===== src/rtl/mrdec_pkg.sv =====
`default_nettype none
package mrdec_pkg;
  // Command pin group as sampled on the command clock.
  typedef struct packed {
    logic        cs_n;
    logic        ras_n;
    logic        cas_n;
    logic        we_n;
    logic [2:0]  ba;
    logic [13:0] addr;
  } mrdec_cmd_t;

  // Decoded controls driven to the rest of the device.
  typedef struct packed {
    logic [1:0] rtt_wr_sel;
    logic       dyn_odt_active;
    logic       self_refresh_double;
    logic       readout_enable;
    logic [1:0] readout_pattern_sel;
  } mrdec_ctrl_t;

  localparam logic [2:0] MRDEC_BA_MODE_REG_TWO   = 3'h2;
  localparam logic [2:0] MRDEC_BA_MODE_REG_THREE = 3'h3;
  localparam int         MRDEC_RTT_WR_LSB        = 9;
  localparam int         MRDEC_SR_TEMP_BIT       = 7;
  localparam int         MRDEC_ASR_BIT           = 6;
  localparam int         MRDEC_READOUT_EN_BIT    = 2;
  localparam int         MRDEC_PATTERN_LSB       = 0;
  localparam logic [13:0] MRDEC_MODE_TWO_RESET   = 14'h0000;
  localparam logic [13:0] MRDEC_MODE_THREE_RESET = 14'h0000;
  // Fixed readout pattern used for read capture alignment.
  localparam logic [7:0] MRDEC_READOUT_PATTERN   = 8'h55;
endpackage
`default_nettype wire


===== src/rtl/mrdec_top.sv =====
`default_nettype none
// Summary of operation
// Dynamic termination select from register two A10:A9.
// Write leveling forces nominal termination only.
// Bit 7 clear keeps single self-refresh rate.
// Bit 7 set doubles self-refresh rate.
// Controller halves refresh interval when hot.
// Controller avoids hot self refresh unless bit set.
// Controller programs A6/A7 before hot self refresh.
// Register three loads on set command, BA=3.
// Controller zeroes reserved bits of register three.
// Readout disabled means pattern bits ignored.
// Readout enabled returns fixed pattern on reads.
// Register two loads on set command, BA=2.
// Controller zeroes A10:A9 while DLL is off.
// Hold fields, decode them continuously.
module mrdec_top (
  // Clock and reset.
  input  wire logic              clk_i,
  input  wire logic              reset_i,
  // Command clock and command pins from the controller.
  input  wire logic              cmd_clk_i,
  input  wire mrdec_pkg::mrdec_cmd_t cmd_i,
  // Device state inputs.
  input  wire logic              write_leveling_i,
  input  wire logic              write_active_i,
  input  wire logic              read_active_i,
  // Decoded outputs.
  output logic [13:0]            mode_register_two_o,
  output logic [13:0]            mode_register_three_o,
  output mrdec_pkg::mrdec_ctrl_t ctrl_o,
  output logic [7:0]             read_data_o
);
  import mrdec_pkg::*;

  // Two-stage synchronisers for all pins but the reset; stage one feeds stage two only.
  // The command clock gets a third flop so that its rising edge can be found.
  logic        clk_s1_q, clk_s2_q, clk_s3_q;
  mrdec_cmd_t  cmd_s1_q, cmd_s2_q;
  logic [2:0]  st_s1_q, st_s2_q;
  always_ff @(posedge clk_i) begin
    clk_s1_q <= cmd_clk_i;
    clk_s2_q <= clk_s1_q;
    clk_s3_q <= clk_s2_q;
    cmd_s1_q <= cmd_i;
    cmd_s2_q <= cmd_s1_q;
    st_s1_q  <= {write_leveling_i, write_active_i, read_active_i};
    st_s2_q  <= st_s1_q;
  end

  // Synchronised device state, named by what each bit means.
  logic lvl_s;
  logic wr_s;
  logic rd_s;
  assign lvl_s = st_s2_q[2];
  assign wr_s  = st_s2_q[1];
  assign rd_s  = st_s2_q[0];

  // Command pins are taken on the rising edge of the command clock.
  // The pins are synchronised bit by bit, so they must hold for a few system
  // clocks around that edge; a skewed word would be stored otherwise.
  logic cmd_edge;
  logic is_set_cmd;
  logic set_edge;
  logic take_two;
  logic take_three;
  assign cmd_edge   = clk_s2_q & ~clk_s3_q;
  assign is_set_cmd = ~cmd_s2_q.cs_n & ~cmd_s2_q.ras_n & ~cmd_s2_q.cas_n & ~cmd_s2_q.we_n;
  assign set_edge   = cmd_edge & is_set_cmd;
  assign take_two   = set_edge && (cmd_s2_q.ba == MRDEC_BA_MODE_REG_TWO);
  assign take_three = set_edge && (cmd_s2_q.ba == MRDEC_BA_MODE_REG_THREE);

  // Register storage; a field holds until the next matching set command.
  logic [13:0] reg_two_q, reg_two_d, reg_three_q, reg_three_d;
  always_comb begin
    reg_two_d   = reg_two_q;
    reg_three_d = reg_three_q;
    if (take_two) begin
      reg_two_d = cmd_s2_q.addr;
    end
    if (take_three) begin
      // Reserved bits are stored as sent; keeping them zero is the sender's duty.
      reg_three_d = cmd_s2_q.addr;
    end
  end
  always_ff @(posedge clk_i) begin
    if (reset_i) begin
      reg_two_q   <= MRDEC_MODE_TWO_RESET;
      reg_three_q <= MRDEC_MODE_THREE_RESET;
    end else begin
      reg_two_q   <= reg_two_d;
      reg_three_q <= reg_three_d;
    end
  end

  // Continuous decode of stored fields into controls, registered at the outputs.
  mrdec_ctrl_t ctrl_d;
  logic [7:0]  rd_d;
  always_comb begin
    ctrl_d.rtt_wr_sel          = reg_two_q[MRDEC_RTT_WR_LSB +: 2];
    // Leveling pins termination at nominal; a write switches without a new command.
    ctrl_d.dyn_odt_active      = (ctrl_d.rtt_wr_sel != 2'h0) && wr_s
                                 && !lvl_s; // see R1
    ctrl_d.self_refresh_double = reg_two_q[MRDEC_SR_TEMP_BIT]; // see R3
    ctrl_d.readout_enable      = reg_three_q[MRDEC_READOUT_EN_BIT];
    // Pattern select forced to zero while readout is off.
    ctrl_d.readout_pattern_sel = reg_three_q[MRDEC_READOUT_EN_BIT] ?
                                 reg_three_q[MRDEC_PATTERN_LSB +: 2] : 2'h0;
    rd_d = (ctrl_d.readout_enable && rd_s) ? MRDEC_READOUT_PATTERN : 8'h00;
  end
  // Outputs come from flops, which costs one clock of lag after each load.
  always_ff @(posedge clk_i) begin
    if (reset_i) begin
      ctrl_o                <= '0;
      read_data_o           <= 8'h00;
      mode_register_two_o   <= MRDEC_MODE_TWO_RESET;
      mode_register_three_o <= MRDEC_MODE_THREE_RESET;
    end else begin
      ctrl_o                <= ctrl_d;
      read_data_o           <= rd_d;
      mode_register_two_o   <= reg_two_q;
      mode_register_three_o <= reg_three_q;
    end
  end

  // The refresh rate follows the stored temperature bit one clock later.
  property p_sr_rate;
    @(posedge clk_i) disable iff (reset_i)
    ##1 ctrl_o.self_refresh_double == $past(reg_two_q[MRDEC_SR_TEMP_BIT]);
  endproperty
  a_sr_rate: assert property (p_sr_rate) else $error("Self-refresh rate mismatch.");

  // A clear temperature bit keeps the single rate.
  property p_sr_single;
    @(posedge clk_i) disable iff (reset_i)
    !reg_two_q[MRDEC_SR_TEMP_BIT] |=> !ctrl_o.self_refresh_double;
  endproperty
  a_sr_single: assert property (p_sr_single) else $error("Rate not single.");

  // A set temperature bit doubles the rate.
  property p_sr_double;
    @(posedge clk_i) disable iff (reset_i)
    reg_two_q[MRDEC_SR_TEMP_BIT] |=> ctrl_o.self_refresh_double;
  endproperty
  a_sr_double: assert property (p_sr_double) else $error("Rate not doubled.");

  // Leveling never lets the write termination through.
  property p_level_nominal;
    @(posedge clk_i) disable iff (reset_i)
    lvl_s |=> !ctrl_o.dyn_odt_active;
  endproperty
  a_level_nominal: assert property (p_level_nominal) else $error("Dynamic odt in leveling.");

  // A write with a non-zero select switches termination without a command.
  property p_dyn_write;
    @(posedge clk_i) disable iff (reset_i)
    (reg_two_q[MRDEC_RTT_WR_LSB +: 2] != 2'h0 && wr_s && !lvl_s) |=> ctrl_o.dyn_odt_active;
  endproperty
  a_dyn_write: assert property (p_dyn_write) else $error("Dynamic odt missed.");

  // A taken command for register two shows at the port two clocks later.
  property p_two_load;
    @(posedge clk_i) disable iff (reset_i)
    take_two |=> ##1 mode_register_two_o == $past(cmd_s2_q.addr, 2);
  endproperty
  a_two_load: assert property (p_two_load) else $error("Register two load missed.");

  // A taken command for register three shows at the port two clocks later.
  property p_three_load;
    @(posedge clk_i) disable iff (reset_i)
    take_three |=> ##1 mode_register_three_o == $past(cmd_s2_q.addr, 2);
  endproperty
  a_three_load: assert property (p_three_load) else $error("Register three load missed.");

  // Without a set command neither register moves.
  property p_hold;
    @(posedge clk_i) disable iff (reset_i)
    !set_edge |=> $stable(reg_two_q) && $stable(reg_three_q);
  endproperty
  a_hold: assert property (p_hold) else $error("Register changed without command.");

  // A set command for another bank leaves register two alone.
  property p_two_other_bank;
    @(posedge clk_i) disable iff (reset_i)
    (set_edge && cmd_s2_q.ba != MRDEC_BA_MODE_REG_TWO) |=> $stable(reg_two_q);
  endproperty
  a_two_other_bank: assert property (p_two_other_bank) else $error("Two loaded wrongly.");

  // A set command for another bank leaves register three alone.
  property p_three_other_bank;
    @(posedge clk_i) disable iff (reset_i)
    (set_edge && cmd_s2_q.ba != MRDEC_BA_MODE_REG_THREE) |=> $stable(reg_three_q);
  endproperty
  a_three_other_bank: assert property (p_three_other_bank) else $error("Three loaded wrongly.");

  // Readout off hides the pattern select bits.
  property p_ignore_pattern;
    @(posedge clk_i) disable iff (reset_i)
    !reg_three_q[MRDEC_READOUT_EN_BIT] |=> ctrl_o.readout_pattern_sel == 2'h0;
  endproperty
  a_ignore_pattern: assert property (p_ignore_pattern) else $error("Pattern not ignored.");

  // Readout on passes the pattern select bits.
  property p_pass_pattern;
    @(posedge clk_i) disable iff (reset_i)
    reg_three_q[MRDEC_READOUT_EN_BIT] |=>
      ctrl_o.readout_pattern_sel == $past(reg_three_q[MRDEC_PATTERN_LSB +: 2]);
  endproperty
  a_pass_pattern: assert property (p_pass_pattern) else $error("Pattern not passed.");

  // A read with readout on returns the fixed pattern.
  property p_readout;
    @(posedge clk_i) disable iff (reset_i)
    (reg_three_q[MRDEC_READOUT_EN_BIT] && rd_s) |=> read_data_o == MRDEC_READOUT_PATTERN;
  endproperty
  a_readout: assert property (p_readout) else $error("Readout pattern wrong.");

  // Without readout or without a read the data port stays zero.
  property p_readout_idle;
    @(posedge clk_i) disable iff (reset_i)
    !(reg_three_q[MRDEC_READOUT_EN_BIT] && rd_s) |=> read_data_o == 8'h00;
  endproperty
  a_readout_idle: assert property (p_readout_idle) else $error("Readout data not idle.");

  // The termination select mirrors the stored field.
  property p_rtt_sel;
    @(posedge clk_i) disable iff (reset_i)
    1'b1 |=> ctrl_o.rtt_wr_sel == $past(reg_two_q[MRDEC_RTT_WR_LSB +: 2]);
  endproperty
  a_rtt_sel: assert property (p_rtt_sel) else $error("Termination select mismatch.");

  // The register ports mirror the stored words.
  property p_ports_mirror;
    @(posedge clk_i) disable iff (reset_i)
    1'b1 |=> mode_register_two_o == $past(reg_two_q)
             && mode_register_three_o == $past(reg_three_q);
  endproperty
  a_ports_mirror: assert property (p_ports_mirror) else $error("Register ports stale.");
endmodule // mrdec_top
`default_nettype wire


===== config.mk =====
export PLATFORM = sky130hd
export DESIGN_NAME = mrdec_top
export DESIGN_NICKNAME = d
export VERILOG_FILES = /design/src/rtl/mrdec_pkg.sv /design/src/rtl/mrdec_top.sv
export SDC_FILE = /design/constraint.sdc
export NUM_CORES = 1
export LEC_CHECK = 0
export ABC_AREA = 1
export BUFFER_PORTS_ARGS = -buffer_cell sky130_fd_sc_hd__buf_2
export CORE_MARGIN = 3
export CORE_UTILIZATION = 47
export DETAILED_ROUTE_END_ITERATION = 7
export PLACE_DENSITY = 0.84
export SLEW_MARGIN = 0
export SYNTH_ARGS = -nofsm -noshare
export SYNTH_HDL_FRONTEND = slang
export SYNTH_SLANG_ARGS = --single-unit

===== constraint.sdc =====
create_clock -name clk_i -period 1.15 [get_ports clk_i]
set_input_delay 0.115 -clock clk_i [delete_from_list [all_inputs] [get_ports clk_i]]
set_output_delay 0.115 -clock clk_i [all_outputs]
set_load 0.02 [all_outputs]

==> impl_results.html, run 1 <==
<table>
<tr><th>Metric</th><th>Value</th></tr>
<tr><th colspan="2">Worst setup path</th></tr>
<tr><td>CP Launch Type</td><td>flop</td></tr>
<tr><td>Worst reg2reg setup slack</td><td>0.007 ns</td></tr>
<tr><td>Endpoint of the lowest-slack register-to-register path</td><td>reg_three_q[1]</td></tr>
<tr><td>Launching point of the worst reg2reg path</td><td>cmd_s2_q[20]</td></tr>
<tr><td>Worst r2r path cells</td><td>7</td></tr>
<tr><td>Arrival time at the worst endpoint</td><td>1.41 ns</td></tr>
<tr><td>Category of the critical setup timing path</td><td>flop to flop</td></tr>
<tr><td>Top fanout value on the critical path</td><td>28</td></tr>
<tr><td>Endpoint kind of the worst setup timing path</td><td>flop</td></tr>
<tr><td>Required time of the critical path</td><td>1.42 ns</td></tr>
<tr><th colspan="2">Clocking</th></tr>
<tr><td>Clk_lat worst skew</td><td>0.37 ns</td></tr>
<tr><td>Clock-pin slew of the registers on the worst-case setup and hold paths</td><td>0.10 ns</td></tr>
<tr><td>Clock root buffer master</td><td>clkbuf_8</td></tr>
<tr><td>H-tree depth</td><td>3</td></tr>
<tr><td>Clock sink count</td><td>111</td></tr>
<tr><td>Number of clock buffers inserted by TritonCTS</td><td>9</td></tr>
<tr><td>Clock Path Buffers</td><td>2</td></tr>
<tr><td>CTS tree</td><td>built</td></tr>
<tr><th colspan="2">STA</th></tr>
<tr><td>Setup-failing EPs final</td><td>0</td></tr>
<tr><td>Smallest setup slack after layout</td><td>0.00698 ns</td></tr>
<tr><td>Minimum clock period</td><td>1.14 ns</td></tr>
<tr><td>Unrepaired setup endpoints after global routing</td><td>yes</td></tr>
<tr><td>Portion of the clock cycle consumed by the worst path in the final layout</td><td>99.4%</td></tr>
<tr><td>Max Clock Skew</td><td>0.00839 ns</td></tr>
<tr><td>Maximum achievable frequency</td><td>875 MHz</td></tr>
<tr><td>Hold Violations, Final</td><td>0</td></tr>
<tr><td>Final Slew Violations</td><td>0</td></tr>
<tr><td>Final-layout worst hold slack</td><td>0.119 ns</td></tr>
<tr><th colspan="2">Drt</th></tr>
<tr><td>Routed Antenna Nets</td><td>0</td></tr>
<tr><td>Detailed-route wire length</td><td>5.45 mm</td></tr>
<tr><td>DR pass1 iterations</td><td>4</td></tr>
<tr><td>Average detailed-routed wire length per instance</td><td>10.2 um</td></tr>
<tr><td>Drt via density</td><td>4.24</td></tr>
<tr><td>Final routed DRC violation total</td><td>0</td></tr>
<tr><td>Violation count after the first detailed-route iteration</td><td>141</td></tr>
<tr><td>Via count of the routed design</td><td>2258</td></tr>
<tr><th colspan="2">Synth</th></tr>
<tr><td>Share of synthesized area occupied by flip-flops and latches</td><td>67.4%</td></tr>
<tr><td>Number of instances in the synthesized netlist</td><td>346</td></tr>
<tr><td>Flop and latch count out of synthesis</td><td>111</td></tr>
<tr><td>Count of warnings emitted by yosys</td><td>0</td></tr>
<tr><td>Average size of a mapped cell</td><td>9.53 um^2</td></tr>
<tr><td>Cell area after synthesis</td><td>3300 um^2</td></tr>
<tr><td>Post-synthesis cell type count</td><td>17</td></tr>
<tr><th colspan="2">Die</th></tr>
<tr><td>Die Span X</td><td>89.7 um</td></tr>
<tr><td>Die area</td><td>8050 um^2</td></tr>
<tr><td>Die height</td><td>89.7 um</td></tr>
<tr><td>Area of the core</td><td>6570 um^2</td></tr>
<tr><td>Top-Level Pins</td><td>70</td></tr>
<tr><td>Initial core utilization</td><td>50.2%</td></tr>
<tr><td>Number of placement rows</td><td>29</td></tr>
<tr><th colspan="2">Flow run</th></tr>
<tr><td>Max-cap check violation count</td><td>0</td></tr>
<tr><th colspan="2">Finish</th></tr>
<tr><td>Antenna fix cells</td><td>0</td></tr>
<tr><td>Count of filler cells inserted in the layout</td><td>511</td></tr>
<tr><td>Top library cells by usage in the layout, fill and taps aside</td><td>106 x dfxtp_1, 84 x nor2_1, 65 x buf_2</td></tr>
<tr><td>Number of standard cells in the layout, taps in and fillers out</td><td>533</td></tr>
<tr><td>Fin util</td><td>63.7%</td></tr>
<tr><td>Share of final-layout standard cells stronger than drive strength 1</td><td>26.6%</td></tr>
<tr><td>Final Net Count</td><td>462</td></tr>
<tr><td>Commonest non-fill, non-tap cell in the layout</td><td>dfxtp_1</td></tr>
<tr><td>Area added between synthesis and finish</td><td>26.9%</td></tr>
<tr><th colspan="2">Global routing</th></tr>
<tr><td>Initial antenna violation count</td><td>0</td></tr>
<tr><td>Total track usage</td><td>14.5%</td></tr>
<tr><td>Maximum number of pins on one net before global-route repair</td><td>29</td></tr>
<tr><td>Global-route wire length before repair</td><td>9.31 mm</td></tr>
<tr><td>Grt total ovfl</td><td>0</td></tr>
<tr><td>Number of global-route vias before repair</td><td>2078</td></tr>
<tr><th colspan="2">Min path</th></tr>
<tr><td>Min-Delay Path Depth</td><td>3</td></tr>
<tr><td>Worst hold path type</td><td>input pin to flop</td></tr>
<tr><td>End point of the most critical hold path</td><td>mode_register_two_o[0]</td></tr>
<tr><td>Hold_sp</td><td>reset_i</td></tr>
<tr><th colspan="2">Placed design</th></tr>
<tr><td># placed instances</td><td>489</td></tr>
<tr><td>Routability-driven placement congestion ratio</td><td>0.818</td></tr>
<tr><td>Final HPWL DP</td><td>3.70 mm</td></tr>
<tr><td>Pre-CTS setup slack</td><td>-0.0301 ns</td></tr>
<tr><td>Count of buffers from port buffering</td><td>65</td></tr>
<tr><th colspan="2">Power and ir drop</th></tr>
<tr><td>Tot Pwr</td><td>0.00637 W</td></tr>
<tr><td>VDD IR max</td><td>0.00115 V</td></tr>
<tr><td>Total leakage power</td><td>1.89 nW</td></tr>
<tr><td>Pwr dens</td><td>1520 nW/um^2</td></tr>
<tr><th colspan="2">Run status</th></tr>
<tr><td>Status</td><td>finished clean</td></tr>
</table>
==> worst max path at each step <==
| stage | from | endpoint | cells after the start |
|---|---|---|---|
| 4_1_cts | clk_s2_q | reg_two_q[7] | 7 |
| 3_3_place_gp | cmd_s2_q[18] | reg_two_q[2] | 5 |
| 3_5_place_dp | cmd_s2_q[18] | reg_two_q[4] | 5 |
| 6_report | cmd_s2_q[20] | reg_three_q[1] | 7 |
| 2_1_floorplan | cmd_s2_q[18] | reg_two_q[9] | 6 |
| 5_1_grt | cmd_s2_q[20] | reg_three_q[2] | 7 |
==> layer usage <==
| metal | GRT usage (%) | share of wire, % | vias up |
|---|---|---|---|
| met3 | 6.18 | 7.5 | 10 |
| met1 | 16.1 | 43 | 964 |
| li1 | - | - | 1204 |
| met5 | 0 | 0 | - |
| met2 | 24.9 | 48 | 80 |
| met4 | 5.11 | 1.8 | 0 |
==> report_power, final <==
part / internal, W / switching, W / leakage [nW] / total [W]
Clock: 0.000832 / 0.00128 / 0.0927 / 0.00211
Sequential: 0.00394 / 0.0000322 / 0.913 / 0.00397
Combinational: 0.000136 / 0.000151 / 0.884 / 0.000287
==> synth_stat cells (all sizes together) <==
cell type | instances | area, um^2
clkbuf | 1 | 3.75
conb | 1 | 3.75
nor3 | 1 | 5.00
inv | 51 | 191
nand2 | 33 | 126
o21ai | 1 | 5.00
nand4 | 28 | 175
nor2 | 94 | 390
buf | 24 | 163
nand3 | 1 | 10.0
dfxtp | 111 | 2220
==> worst max-delay path: stages, from the launching register on <==
cell and delay, ns:
dfxtp_2 0.35, inv_1 0.08, nand2_2 0.07, nor2_4 0.10, buf_12 0.17, nand4_1 0.12, nand2_1 0.10, nor2_1 0.05
==> sequential cells by signal (all words and copies together), names as in the netlist <==
signal                 cells
cmd_s1_q                  21
cmd_s2_q                  21
mode_register_three_o     14
mode_register_two_o       14
reg_three_q               14
reg_two_q                 14
ctrl_o                     3
st_s1_q                    3
st_s2_q                    3
clk_s1_q                   1
clk_s2_q                   1
clk_s3_q                   1
read_data_o                1
==> cell type report <==
class / count / area, um^2 / share of cell area, %
multi-input combinational: 162 / 759 / 18.2
clock buffer: 9 / 124 / 2.96
timing repair buffer: 100 / 699 / 16.7
clock inverter: 7 / 62.6 / 1.50
tap: 93 / 116 / 2.78
inverter: 51 / 191 / 4.58
sequential: 111 / 2230 / 53.3
==> cell families (layout without fill, tap and decap cells) <==
logic type      Yosys count  in the layout  synth area share (%)
other cells               1              4                 0.114
compound gates            1              1                 0.152
simple gates            157            157                  21.5
flops                   111            111                  67.4
buf+inv                  76            167                  10.9
==> per-stage QoR <==
| stage | area [um^2] | TNS [ns] |
|---|---|---|
| after floorplan | 3310 | 0 |
| after global placement | 3650 | 0 |
| after detailed placement | 3650 | -0.247 |
| after CTS | 4140 | 0 |
| after global routing | 4180 | -0.169 |
| final | 4180 | 0 |
==> repair_timing <==
action,4_1_cts,5_1_grt
setup buffers,3,0
endpoints found under the hold margin,25,0
resized for setup,2,18
hold buffers,25,0
setup endpoints to repair,28,28
pin swaps,2,4
Power figures use the tool's default switching activity.
==> inputs of run 2 (changes only) <==
--- a/config.mk
+++ b/config.mk
@@ -10,6 +10,7 @@
 export CORE_MARGIN = 3
 export CORE_UTILIZATION = 47
 export DETAILED_ROUTE_END_ITERATION = 7
+export GPL_TIMING_DRIVEN = 0
 export PLACE_DENSITY = 0.84
 export SLEW_MARGIN = 0
 export SYNTH_ARGS = -nofsm -noshare
==> run 2 against run 1 <==
The run now ends with negative setup slack left. Flip-flop and latch count unchanged. Cell area up 5.4%. Count of clock-buffer cells in the layout unchanged. First-iteration DRC count down 5.7%. Clock power up 17%. Global-route usage about the same. Via count up 4.9%. Clock skew about the same. Core utilization up 3.4 points. Sequential share of layout area down 2.7 points. Critical endpoint is now reg_three_q[6]. Largest power group unchanged.
==> impl_results.html, run 2 (synthesis results as in run 1) <==
<table>
<tr><th>Metric</th><th>Value</th></tr>
<tr><th colspan="2">Worst setup path</th></tr>
<tr><td>Arrival time at the worst endpoint</td><td>1.47 ns (+0.06 ns)</td></tr>
<tr><td>Ordered list of cells on the worst path</td><td>nor2_4 &gt; nand3_4 &gt; nor2_4 &gt; buf_6 &gt; nor2_1 &gt; nor2_1</td></tr>
<tr><td>Top fanout value on the critical path</td><td>5 (-82%)</td></tr>
<tr><td>CP max stage delay</td><td>0.34 ns (about the same)</td></tr>
<tr><td>Endpoint kind of the worst setup timing path</td><td>flop</td></tr>
<tr><td>Worst r2r path cells</td><td>6 (-1)</td></tr>
<tr><td>Critical-path top delay cell</td><td>dfxtp_2</td></tr>
<tr><td>Required time of the critical path</td><td>1.45 ns (+0.03 ns)</td></tr>
<tr><td>Worst reg2reg setup slack</td><td>-0.01 ns (-0.02 ns)</td></tr>
<tr><td>Launching point of the worst reg2reg path</td><td>cmd_s2_q[18]</td></tr>
<tr><td>Category of the critical setup timing path</td><td>flop to flop</td></tr>
<tr><td>Combined buffer and inverter count along the critical path</td><td>1 (-1)</td></tr>
<tr><td>CP Launch Type</td><td>flop</td></tr>
<tr><td>Dominant delay contributor by cell family on the critical path</td><td>simple AND/OR/NAND/NOR gates</td></tr>
<tr><td>Endpoint of the lowest-slack register-to-register path</td><td>reg_three_q[6]</td></tr>
<tr><th colspan="2">Drt</th></tr>
<tr><td>Detailed-route wire length</td><td>5.63 mm (+3.3%)</td></tr>
<tr><td>DR pass1 iterations</td><td>4 (unchanged)</td></tr>
<tr><td>Routed Antenna Nets</td><td>0 (unchanged)</td></tr>
<tr><td>Final routed DRC violation total</td><td>0 (unchanged)</td></tr>
<tr><td>Average detailed-routed wire length per instance</td><td>10.0 um (-1.9%)</td></tr>
<tr><td>Via count of the routed design</td><td>2368 (+4.9%)</td></tr>
<tr><td>Violation count after the first detailed-route iteration</td><td>133 (-5.7%)</td></tr>
<tr><td>Drt via density</td><td>4.22 (-0.36%)</td></tr>
<tr><th colspan="2">Finish</th></tr>
<tr><td>Multi-input combinational cell area</td><td>785 um^2 (+3.3%)</td></tr>
<tr><td>Commonest non-fill, non-tap cell in the layout</td><td>dfxtp_1</td></tr>
<tr><td>Antenna fix cells</td><td>0 (unchanged)</td></tr>
<tr><td>Final Net Count</td><td>490 (+6.1%)</td></tr>
<tr><td>Share of final-layout standard cells stronger than drive strength 1</td><td>32.3% (+5.7 points)</td></tr>
<tr><td>Top Registers</td><td>cmd_s1_q: 21 flops, cmd_s2_q: 21 flops</td></tr>
<tr><td>Flip-flop and latch area</td><td>2230 um^2 (unchanged)</td></tr>
<tr><td>Count of filler cells inserted in the layout</td><td>507 (-0.78%)</td></tr>
<tr><td>Area added between synthesis and finish</td><td>33.8%</td></tr>
<tr><td>Top library cells by usage in the layout, fill and taps aside</td><td>106 x dfxtp_1, 75 x nor2_1, 67 x buf_2</td></tr>
<tr><th colspan="2">Clocking</th></tr>
<tr><td>Clk_lat worst skew</td><td>0.36 ns (about the same)</td></tr>
<tr><td>Number of clock buffers inserted by TritonCTS</td><td>9 (unchanged)</td></tr>
<tr><td>Clock Path Buffers</td><td>2 (unchanged)</td></tr>
<tr><td>CTS tree</td><td>built</td></tr>
<tr><td>H-tree depth</td><td>3 (unchanged)</td></tr>
<tr><td>Clock sink count</td><td>111 (unchanged)</td></tr>
<tr><td>Clock-pin slew of the registers on the worst-case setup and hold paths</td><td>0.10 ns (about the same)</td></tr>
<tr><td>Clock root buffer master</td><td>clkbuf_8</td></tr>
<tr><th colspan="2">Global routing</th></tr>
<tr><td>Number of global-route vias before repair</td><td>2149 (+3.4%)</td></tr>
<tr><td>Total track usage</td><td>14.5% (-0.018 points)</td></tr>
<tr><td>Grt met2 use</td><td>24.1% (-0.88 points)</td></tr>
<tr><td>Initial antenna violation count</td><td>0 (unchanged)</td></tr>
<tr><td>Global-route wire length before repair</td><td>9.43 mm (+1.3%)</td></tr>
<tr><td>Met3 usage in global routing</td><td>6.68% (+0.50 points)</td></tr>
<tr><td>GR met1 Demand/Resource</td><td>16.0% (-0.11 points)</td></tr>
<tr><td>Busiest layer in global routing</td><td>met2</td></tr>
<tr><td>Grt total ovfl</td><td>0 (unchanged)</td></tr>
<tr><td>Maximum number of pins on one net before global-route repair</td><td>19 (-34%)</td></tr>
<tr><th colspan="2">STA</th></tr>
<tr><td>Portion of the clock cycle consumed by the worst path in the final layout</td><td>101% (+1.8 points)</td></tr>
<tr><td>Setup-failing EPs final</td><td>10 (+10)</td></tr>
<tr><td>Unrepaired setup endpoints after global routing</td><td>yes</td></tr>
<tr><td>TNS Setup</td><td>-0.0521 ns (-0.0521 ns)</td></tr>
<tr><td>Max Clock Skew</td><td>0.00838 ns (-0.00000843 ns)</td></tr>
<tr><td>Final Slew Violations</td><td>0 (unchanged)</td></tr>
<tr><td>Maximum achievable frequency</td><td>859 MHz (-1.8%)</td></tr>
<tr><td>Hold Violations, Final</td><td>0 (unchanged)</td></tr>
<tr><td>Minimum clock period</td><td>1.16 ns (+0.0212 ns)</td></tr>
<tr><td>Smallest setup slack after layout</td><td>-0.0142 ns (-0.0212 ns)</td></tr>
<tr><th colspan="2">Run status</th></tr>
<tr><td>Status</td><td>complete, but fails checks</td></tr>
<tr><td>Violated checks</td><td>negative setup slack</td></tr>
<tr><th colspan="2">Die</th></tr>
<tr><td>Initial core utilization</td><td>50.2% (unchanged)</td></tr>
<tr><td>Die height</td><td>89.7 um (unchanged)</td></tr>
<tr><td>Die Span X</td><td>89.7 um (unchanged)</td></tr>
<tr><td>Top-Level Pins</td><td>70 (unchanged)</td></tr>
<tr><td>Die area</td><td>8050 um^2 (unchanged)</td></tr>
<tr><td>Number of placement rows</td><td>29 (unchanged)</td></tr>
<tr><td>Area of the core</td><td>6570 um^2 (unchanged)</td></tr>
<tr><th colspan="2">Power and ir drop</th></tr>
<tr><td>Total leakage power</td><td>2.06 nW (+9.1%)</td></tr>
<tr><td>Pwr dens</td><td>1530 nW/um^2 (+0.44%)</td></tr>
<tr><td>Tot Pwr</td><td>0.00675 W (+5.9%)</td></tr>
<tr><td>VDD IR max</td><td>0.00118 V (+1.8%)</td></tr>
<tr><th colspan="2">Min path</th></tr>
<tr><td>Min-Delay Path Depth</td><td>0 (-3)</td></tr>
<tr><td>Worst hold path type</td><td>flop to flop</td></tr>
<tr><td>End point of the most critical hold path</td><td>cmd_s2_q[5]</td></tr>
<tr><td>Hold_sp</td><td>cmd_s1_q[5]</td></tr>
<tr><th colspan="2">Flow run</th></tr>
<tr><td>Max-cap check violation count</td><td>0 (unchanged)</td></tr>
<tr><th colspan="2">Placed design</th></tr>
<tr><td>Final HPWL DP</td><td>3.75 mm (+1.4%)</td></tr>
<tr><td>Count of buffers from port buffering</td><td>65 (unchanged)</td></tr>
<tr><td>Routability-driven placement congestion ratio</td><td>0.857 (+4.8%)</td></tr>
</table>
[run 2: area by class of cell]
type,instances,share of cell area [%]
flip-flops and latches,111,50.6
repair buffers,103,15.5
clock inverters,7,2.16
inverters,51,4.34
clock buffers,9,2.81
plain buffers,25,4.20
well taps,93,2.64
multi-input cells,162,17.8
[run 2: per-stage QoR]
stage | hold WS, ns | util (%) | area (um^2) | setup slack [ns] | cells
after detailed placement | 0.219 | 57.1 | 3750 | -0.127 | 507
after CTS | 0.330 | 65.8 | 4320 | 0.00188 | 556
final | 0.330 | 67.1 | 4410 | -0.0142 | 561
after global placement | 0.218 | 57.1 | 3750 | -0.0581 | 507
after floorplan | 0.143 | - | 3310 | 0.0803 | 349
after global routing | 0.340 | 67.1 | 4410 | -0.0813 | 561
[run 2: routing by layer]
metal	vias up	part of all wire, %
met4	0	2.5
met2	82	47
met3	14	7.3
li1	1259	-
met5	-	0
met1	1013	43
[run 2: report_power, final]
part | leakage, nW | switching, W | internal, W | total (W)
logic | 1.03 | 0.000153 | 0.000157 | 0.000310
clock network | 0.115 | 0.00123 | 0.00124 | 0.00246
registers | 0.914 | 0.0000319 | 0.00394 | 0.00397
[run 2: how the worst max path moves through the flow]
stage	to	cells past startpoint	slack, ns	startpoint
2_1_floorplan	reg_two_q[9]	6	0.08	cmd_s2_q[18]
3_3_place_gp	reg_three_q[2]	6	-0.06	cmd_s2_q[18]
3_5_place_dp	reg_three_q[13]	6	-0.13	cmd_s2_q[18]
4_1_cts	reg_three_q[13]	6	0.002	cmd_s2_q[17]
5_1_grt	reg_three_q[12]	6	-0.08	cmd_s2_q[18]
6_report	reg_three_q[6]	6	-0.01	cmd_s2_q[18]
[run 2: timing repair]
item	CTS	global route
endpoints found under the setup margin	27	31
gates resized for setup	17	21
pin swaps	5	18
hold buffers	26	0
gates cloned	1	1
endpoints found under the hold margin	26	0
buffers inserted	6	4
[run 2: worst reg2reg max path, stage by stage, from the launching register on]
cell     delay [ns]
dfxtp_2        0.34
nor2_4         0.16
nand3_4        0.12
nor2_4         0.19
buf_6          0.16
nor2_1         0.04
nor2_1         0.09
==> inputs of run 3 (changes only) <==
--- a/config.mk
+++ b/config.mk
@@ -5,13 +5,12 @@
 export SDC_FILE = /design/constraint.sdc
 export NUM_CORES = 1
 export LEC_CHECK = 0
-export ABC_AREA = 1
 export BUFFER_PORTS_ARGS = -buffer_cell sky130_fd_sc_hd__buf_2
 export CORE_MARGIN = 3
-export CORE_UTILIZATION = 47
+export CORE_UTILIZATION = 55
 export DETAILED_ROUTE_END_ITERATION = 7
 export GPL_TIMING_DRIVEN = 0
-export PLACE_DENSITY = 0.84
+export PLACE_DENSITY = 0.81
 export SLEW_MARGIN = 0
 export SYNTH_ARGS = -nofsm -noshare
 export SYNTH_HDL_FRONTEND = slang
==> constraint.sdc (replaced) <==
create_clock -name clk_i -period 1.45 [get_ports clk_i]
set_input_delay 0.145 -clock clk_i [delete_from_list [all_inputs] [get_ports clk_i]]
set_output_delay 0.145 -clock clk_i [all_outputs]
set_load 0.02 [all_outputs]
==> run 3 against run 2 <==
The flow still finishes with violations (negative setup slack). Sequential share of layout area is 3.7 points higher. Hold slack worse by 0.25 ns. Combinational power is 40% lower. Global-route usage is 4.1 points higher. Synthesized cell count is 30% lower. Total power is 22% lower. Worst setup slack worse by 0.29 ns. Fmax is 34% lower. First-iteration DRC count is 21% higher. Final cell count is 24% lower. Non-clock buffer count is 10 lower. Clock skew is 0.00051 ns lower. Largest cell class unchanged.
==> impl_results.html, run 3 <==
<table>
<tr><th>Metric</th><th>Value</th></tr>
<tr><th colspan="2">Global routing</th></tr>
<tr><td>Grt total ovfl</td><td>0 (unchanged)</td></tr>
<tr><td>Maximum number of pins on one net before global-route repair</td><td>18 (-1)</td></tr>
<tr><td>Global-route wire length before repair</td><td>8.83 mm (-6.4%)</td></tr>
<tr><td>Number of global-route vias before repair</td><td>1819 (-15%)</td></tr>
<tr><td>GR met1 Demand/Resource</td><td>20.5% (+4.5 points)</td></tr>
<tr><td>Total track usage</td><td>18.6% (+4.1 points)</td></tr>
<tr><td>Grt met2 use</td><td>31.8% (+7.7 points)</td></tr>
<tr><td>Busiest layer in global routing</td><td>met2</td></tr>
<tr><td>Met3 usage in global routing</td><td>4.32% (-2.4 points)</td></tr>
<tr><td>Initial antenna violation count</td><td>0 (unchanged)</td></tr>
<tr><th colspan="2">Synth</th></tr>
<tr><td>Count of warnings emitted by yosys</td><td>0 (unchanged)</td></tr>
<tr><td>Most frequent cells after synthesis</td><td>111 x dfxtp_1, 28 x nand2b_1, 15 x inv_1</td></tr>
<tr><td>Share of synthesized area occupied by flip-flops and latches</td><td>72.1% (+4.7 points)</td></tr>
<tr><td>Main synth FF type</td><td>dfxtp_1</td></tr>
<tr><td>Flop and latch count out of synthesis</td><td>111 (unchanged)</td></tr>
<tr><td>Average size of a mapped cell</td><td>12.7 um^2 (+34%)</td></tr>
<tr><td>Share of synthesized flip-flops with an asynchronous set or reset</td><td>0% (unchanged)</td></tr>
<tr><td>Cell area after synthesis</td><td>3080 um^2 (-6.5%)</td></tr>
<tr><td>Most repeated cell in the gate-level netlist after synthesis</td><td>dfxtp_1</td></tr>
<tr><td>Number of enable flip-flop cells after synthesis</td><td>0 (unchanged)</td></tr>
<tr><td>Post-synthesis cell type count</td><td>20 (+3)</td></tr>
<tr><td>Number of instances in the synthesized netlist</td><td>242 (-30%)</td></tr>
<tr><td>Top cell type's share of synthesized area</td><td>72.1% (+4.7 points)</td></tr>
<tr><td>Leading area contributor after synthesis</td><td>dfxtp_1</td></tr>
<tr><td>Ranking of synthesized cells by area</td><td>dfxtp_1 72%, nand2b_1 5.7%, mux2i_1 4.5%</td></tr>
<tr><th colspan="2">Die</th></tr>
<tr><td>Die height</td><td>80.9 um (-9.9%)</td></tr>
<tr><td>Die area</td><td>6540 um^2 (-19%)</td></tr>
<tr><td>Top-Level Pins</td><td>70 (unchanged)</td></tr>
<tr><td>Area of the core</td><td>5270 um^2 (-20%)</td></tr>
<tr><td>Die Span X</td><td>80.9 um (-9.9%)</td></tr>
<tr><td>Number of placement rows</td><td>26 (-10%)</td></tr>
<tr><td>Initial core utilization</td><td>58.5% (+8.3 points)</td></tr>
<tr><th colspan="2">Drt</th></tr>
<tr><td>Violation count after the first detailed-route iteration</td><td>161 (+21%)</td></tr>
<tr><td>Detailed-route wire length</td><td>5.91 mm (+5.1%)</td></tr>
<tr><td>Drt via density</td><td>4.60 (+9.0%)</td></tr>
<tr><td>DR pass1 iterations</td><td>4 (unchanged)</td></tr>
<tr><td>Average detailed-routed wire length per instance</td><td>13.8 um (+38%)</td></tr>
<tr><td>Routed Antenna Nets</td><td>0 (unchanged)</td></tr>
<tr><td>Via count of the routed design</td><td>1964 (-17%)</td></tr>
<tr><td>Final routed DRC violation total</td><td>0 (unchanged)</td></tr>
<tr><th colspan="2">Power and ir drop</th></tr>
<tr><td>Internal power</td><td>0.00424 W (-21%)</td></tr>
<tr><td>VDD IR max</td><td>0.00115 V (-2.1%)</td></tr>
<tr><td>Net switching power figure</td><td>0.00105 W (-25%)</td></tr>
<tr><td>Logic pwr share</td><td>3.5% (-1.1 points)</td></tr>
<tr><td>Share of power burned in registers</td><td>59.4% (+0.5 points)</td></tr>
<tr><td>Pwr dens</td><td>1290 nW/um^2 (-16%)</td></tr>
<tr><td>Tot Pwr</td><td>0.00529 W (-22%)</td></tr>
<tr><td>Total leakage power</td><td>1.92 nW (-6.9%)</td></tr>
<tr><td>Portion of total power attributed to the clock network</td><td>37.1% (+0.6 points)</td></tr>
<tr><td>Proportion of total power due to net switching</td><td>19.9% (-1.0 points)</td></tr>
<tr><th colspan="2">Clocking</th></tr>
<tr><td>Clock root buffer master</td><td>clkbuf_8</td></tr>
<tr><td>H-tree depth</td><td>3 (unchanged)</td></tr>
<tr><td>Clock-pin slew of the registers on the worst-case setup and hold paths</td><td>0.09 ns (about the same)</td></tr>
<tr><td>Clock Path Buffers</td><td>2 (unchanged)</td></tr>
<tr><td>CTS tree</td><td>built</td></tr>
<tr><td>Number of clock buffers inserted by TritonCTS</td><td>9 (unchanged)</td></tr>
<tr><td>Clock sink count</td><td>111 (unchanged)</td></tr>
<tr><td>Clk_lat worst skew</td><td>0.36 ns (about the same)</td></tr>
<tr><th colspan="2">Placed design</th></tr>
<tr><td># placed instances</td><td>380 (-25%)</td></tr>
<tr><td>Routability-driven placement congestion ratio</td><td>0.762 (-11%)</td></tr>
<tr><td>Final HPWL DP</td><td>3.40 mm (-9.2%)</td></tr>
<tr><td>Count of buffers from port buffering</td><td>65 (unchanged)</td></tr>
<tr><td>Post-DP Area</td><td>3510 um^2 (-6.3%)</td></tr>
<tr><th colspan="2">Worst setup path</th></tr>
<tr><td>Most numerous cell on the critical path</td><td>buf_6</td></tr>
<tr><td>Endpoint kind of the worst setup timing path</td><td>flop</td></tr>
<tr><td>Launching point of the worst reg2reg path</td><td>cmd_s2_q[20]</td></tr>
<tr><td>Required time of the critical path</td><td>1.75 ns (+0.30 ns)</td></tr>
<tr><td>Ordered list of cells on the worst path</td><td>or4b_1 &gt; buf_6 &gt; or3_4 &gt; buf_6 &gt; o21ai_1</td></tr>
<tr><td>Worst r2r path cells</td><td>5 (-1)</td></tr>
<tr><td>Endpoint of the lowest-slack register-to-register path</td><td>reg_three_q[8]</td></tr>
<tr><td>CP max stage delay</td><td>0.53 ns (+0.19 ns)</td></tr>
<tr><td>Arrival time at the worst endpoint</td><td>2.06 ns (+0.59 ns)</td></tr>
<tr><td>Critical-path top delay cell</td><td>or4b_1</td></tr>
<tr><td>Category of the critical setup timing path</td><td>flop to flop</td></tr>
<tr><td>Worst reg2reg setup slack</td><td>-0.31 ns (-0.29 ns)</td></tr>
<tr><td>Combined buffer and inverter count along the critical path</td><td>2 (+1)</td></tr>
<tr><td>Dominant delay contributor by cell family on the critical path</td><td>simple AND/OR/NAND/NOR gates</td></tr>
<tr><td>Top fanout value on the critical path</td><td>6 (+1)</td></tr>
<tr><td>CP Launch Type</td><td>flop</td></tr>
<tr><th colspan="2">Finish</th></tr>
<tr><td>Final Net Count</td><td>379 (-23%)</td></tr>
<tr><td>Top library cells by usage in the layout, fill and taps aside</td><td>110 x dfxtp_1, 67 x buf_2, 28 x nand2b_1</td></tr>
<tr><td>Top Registers</td><td>cmd_s1_q: 21 flops, cmd_s2_q: 21 flops</td></tr>
<tr><td>Summed area of non-filler cells in the final layout</td><td>4100 um^2 (-7.1%)</td></tr>
<tr><td>Share of final-layout standard cells stronger than drive strength 1</td><td>33.3% (+1.1 points)</td></tr>
<tr><td>Count of filler cells inserted in the layout</td><td>337 (-34%)</td></tr>
<tr><td>Antenna fix cells</td><td>0 (unchanged)</td></tr>
<tr><td>Number of standard cells in the layout, taps in and fillers out</td><td>427 (-24%)</td></tr>
<tr><td>Area added between synthesis and finish</td><td>32.9%</td></tr>
<tr><td>Commonest non-fill, non-tap cell in the layout</td><td>dfxtp_1</td></tr>
<tr><th colspan="2">STA</th></tr>
<tr><td>TNS Setup</td><td>-6.74 ns (-6.68 ns)</td></tr>
<tr><td>Hold Violations, Final</td><td>0 (unchanged)</td></tr>
<tr><td>Final Slew Violations</td><td>0 (unchanged)</td></tr>
<tr><td>Setup-failing EPs final</td><td>28 (+18)</td></tr>
<tr><td>Minimum clock period</td><td>1.76 ns (+0.595 ns)</td></tr>
<tr><td>Worst Max-Slew Pin Slew</td><td>0.512 ns</td></tr>
<tr><td>Final-layout worst hold slack</td><td>0.0780 ns (-0.252 ns)</td></tr>
<tr><td>Slew margin rel.</td><td>65.9%</td></tr>
<tr><td>Maximum achievable frequency</td><td>569 MHz (-34%)</td></tr>
<tr><td>Unrepaired setup endpoints after global routing</td><td>yes</td></tr>
<tr><td>Portion of the clock cycle consumed by the worst path in the final layout</td><td>121% (+20 points)</td></tr>
<tr><td>Max Clock Skew</td><td>0.00788 ns (-0.000507 ns)</td></tr>
<tr><td>Smallest setup slack after layout</td><td>-0.309 ns (-0.295 ns)</td></tr>
<tr><th colspan="2">Min path</th></tr>
<tr><td>Hold_sp</td><td>reset_i</td></tr>
<tr><td>End point of the most critical hold path</td><td>mode_register_three_o[13]</td></tr>
<tr><td>Worst hold path type</td><td>input pin to flop</td></tr>
<tr><td>Min-Delay Path Depth</td><td>2 (+2)</td></tr>
<tr><th colspan="2">Run status</th></tr>
<tr><td>Status</td><td>complete, but fails checks</td></tr>
<tr><td>Violated checks</td><td>negative setup slack</td></tr>
<tr><th colspan="2">Flow run</th></tr>
<tr><td>Max-cap check violation count</td><td>0 (unchanged)</td></tr>
</table>
## run 3: power by group through the flow
stage,Clock (W),Sequential [W],Combinational [W]
finish,0.00196,0.00314,0.000186
global placement,0,0.00321,0.000118
detailed placement,0,0.00321,0.000122
CTS,0.00199,0.00314,0.000179
global route,0.00211,0.00315,0.000201
floorplan,0,0.00321,0.0000686
## run 3: repair_timing
item,in CTS,in global routing
endpoints found under the setup margin,28,28
buffers inserted,3,2
gates resized for setup,9,13
pin swaps,4,3
cloned,1,1
hold buffers,25,0
hold endpoints to repair,25,0
## run 3: cell families after synthesis
kind of cell / count (synthesis) / share of synthesized area, %
compound gates: 28 / 5.68
buf+inv: 37 / 6.46
flops: 111 / 72.1
mux: 14 / 4.55
other cells: 1 / 0.122
simple gates: 51 / 11.1
## run 3: stage by stage
| stage | utilization [%] | setup WS [ns] |
|---|---|---|
| after floorplan | - | -0.218 |
| after global routing | 77.7 | -0.336 |
| after CTS | 76.6 | -0.263 |
| final | 77.7 | -0.309 |
| after detailed placement | 66.6 | -0.413 |
| after global placement | 66.6 | -0.372 |
## run 3: area by class of cell
class,count,area (um^2),share of cell area [%]
Sequential cell,111,2220,54.3
Multi-Input combinational cell,97,723,17.7
Timing Repair Buffer,97,639,15.6
Buffer,21,145,3.54
Clock buffer,10,138,3.36
Tap cell,70,87.6,2.14
Clock inverter,6,83.8,2.05
Inverter,15,56.3,1.37
## run 3: per-layer routing
layer,vias up,share of wire (%)
li1,978,-
met1,911,42
met2,61,50
met3,14,5.1
met4,0,3.0
met5,-,0
## run 3: how the worst max path moves through the flow
stage	slack, ns	end	depth (start not counted)	start
floorplan	-0.22	reg_two_q[10]	5	cmd_s2_q[18]
global placement	-0.37	reg_two_q[10]	5	cmd_s2_q[18]
detailed placement	-0.41	reg_two_q[9]	5	cmd_s2_q[18]
CTS	-0.26	reg_three_q[3]	5	cmd_s2_q[16]
global route	-0.34	reg_three_q[8]	5	cmd_s2_q[20]
finish	-0.31	reg_three_q[8]	5	cmd_s2_q[20]
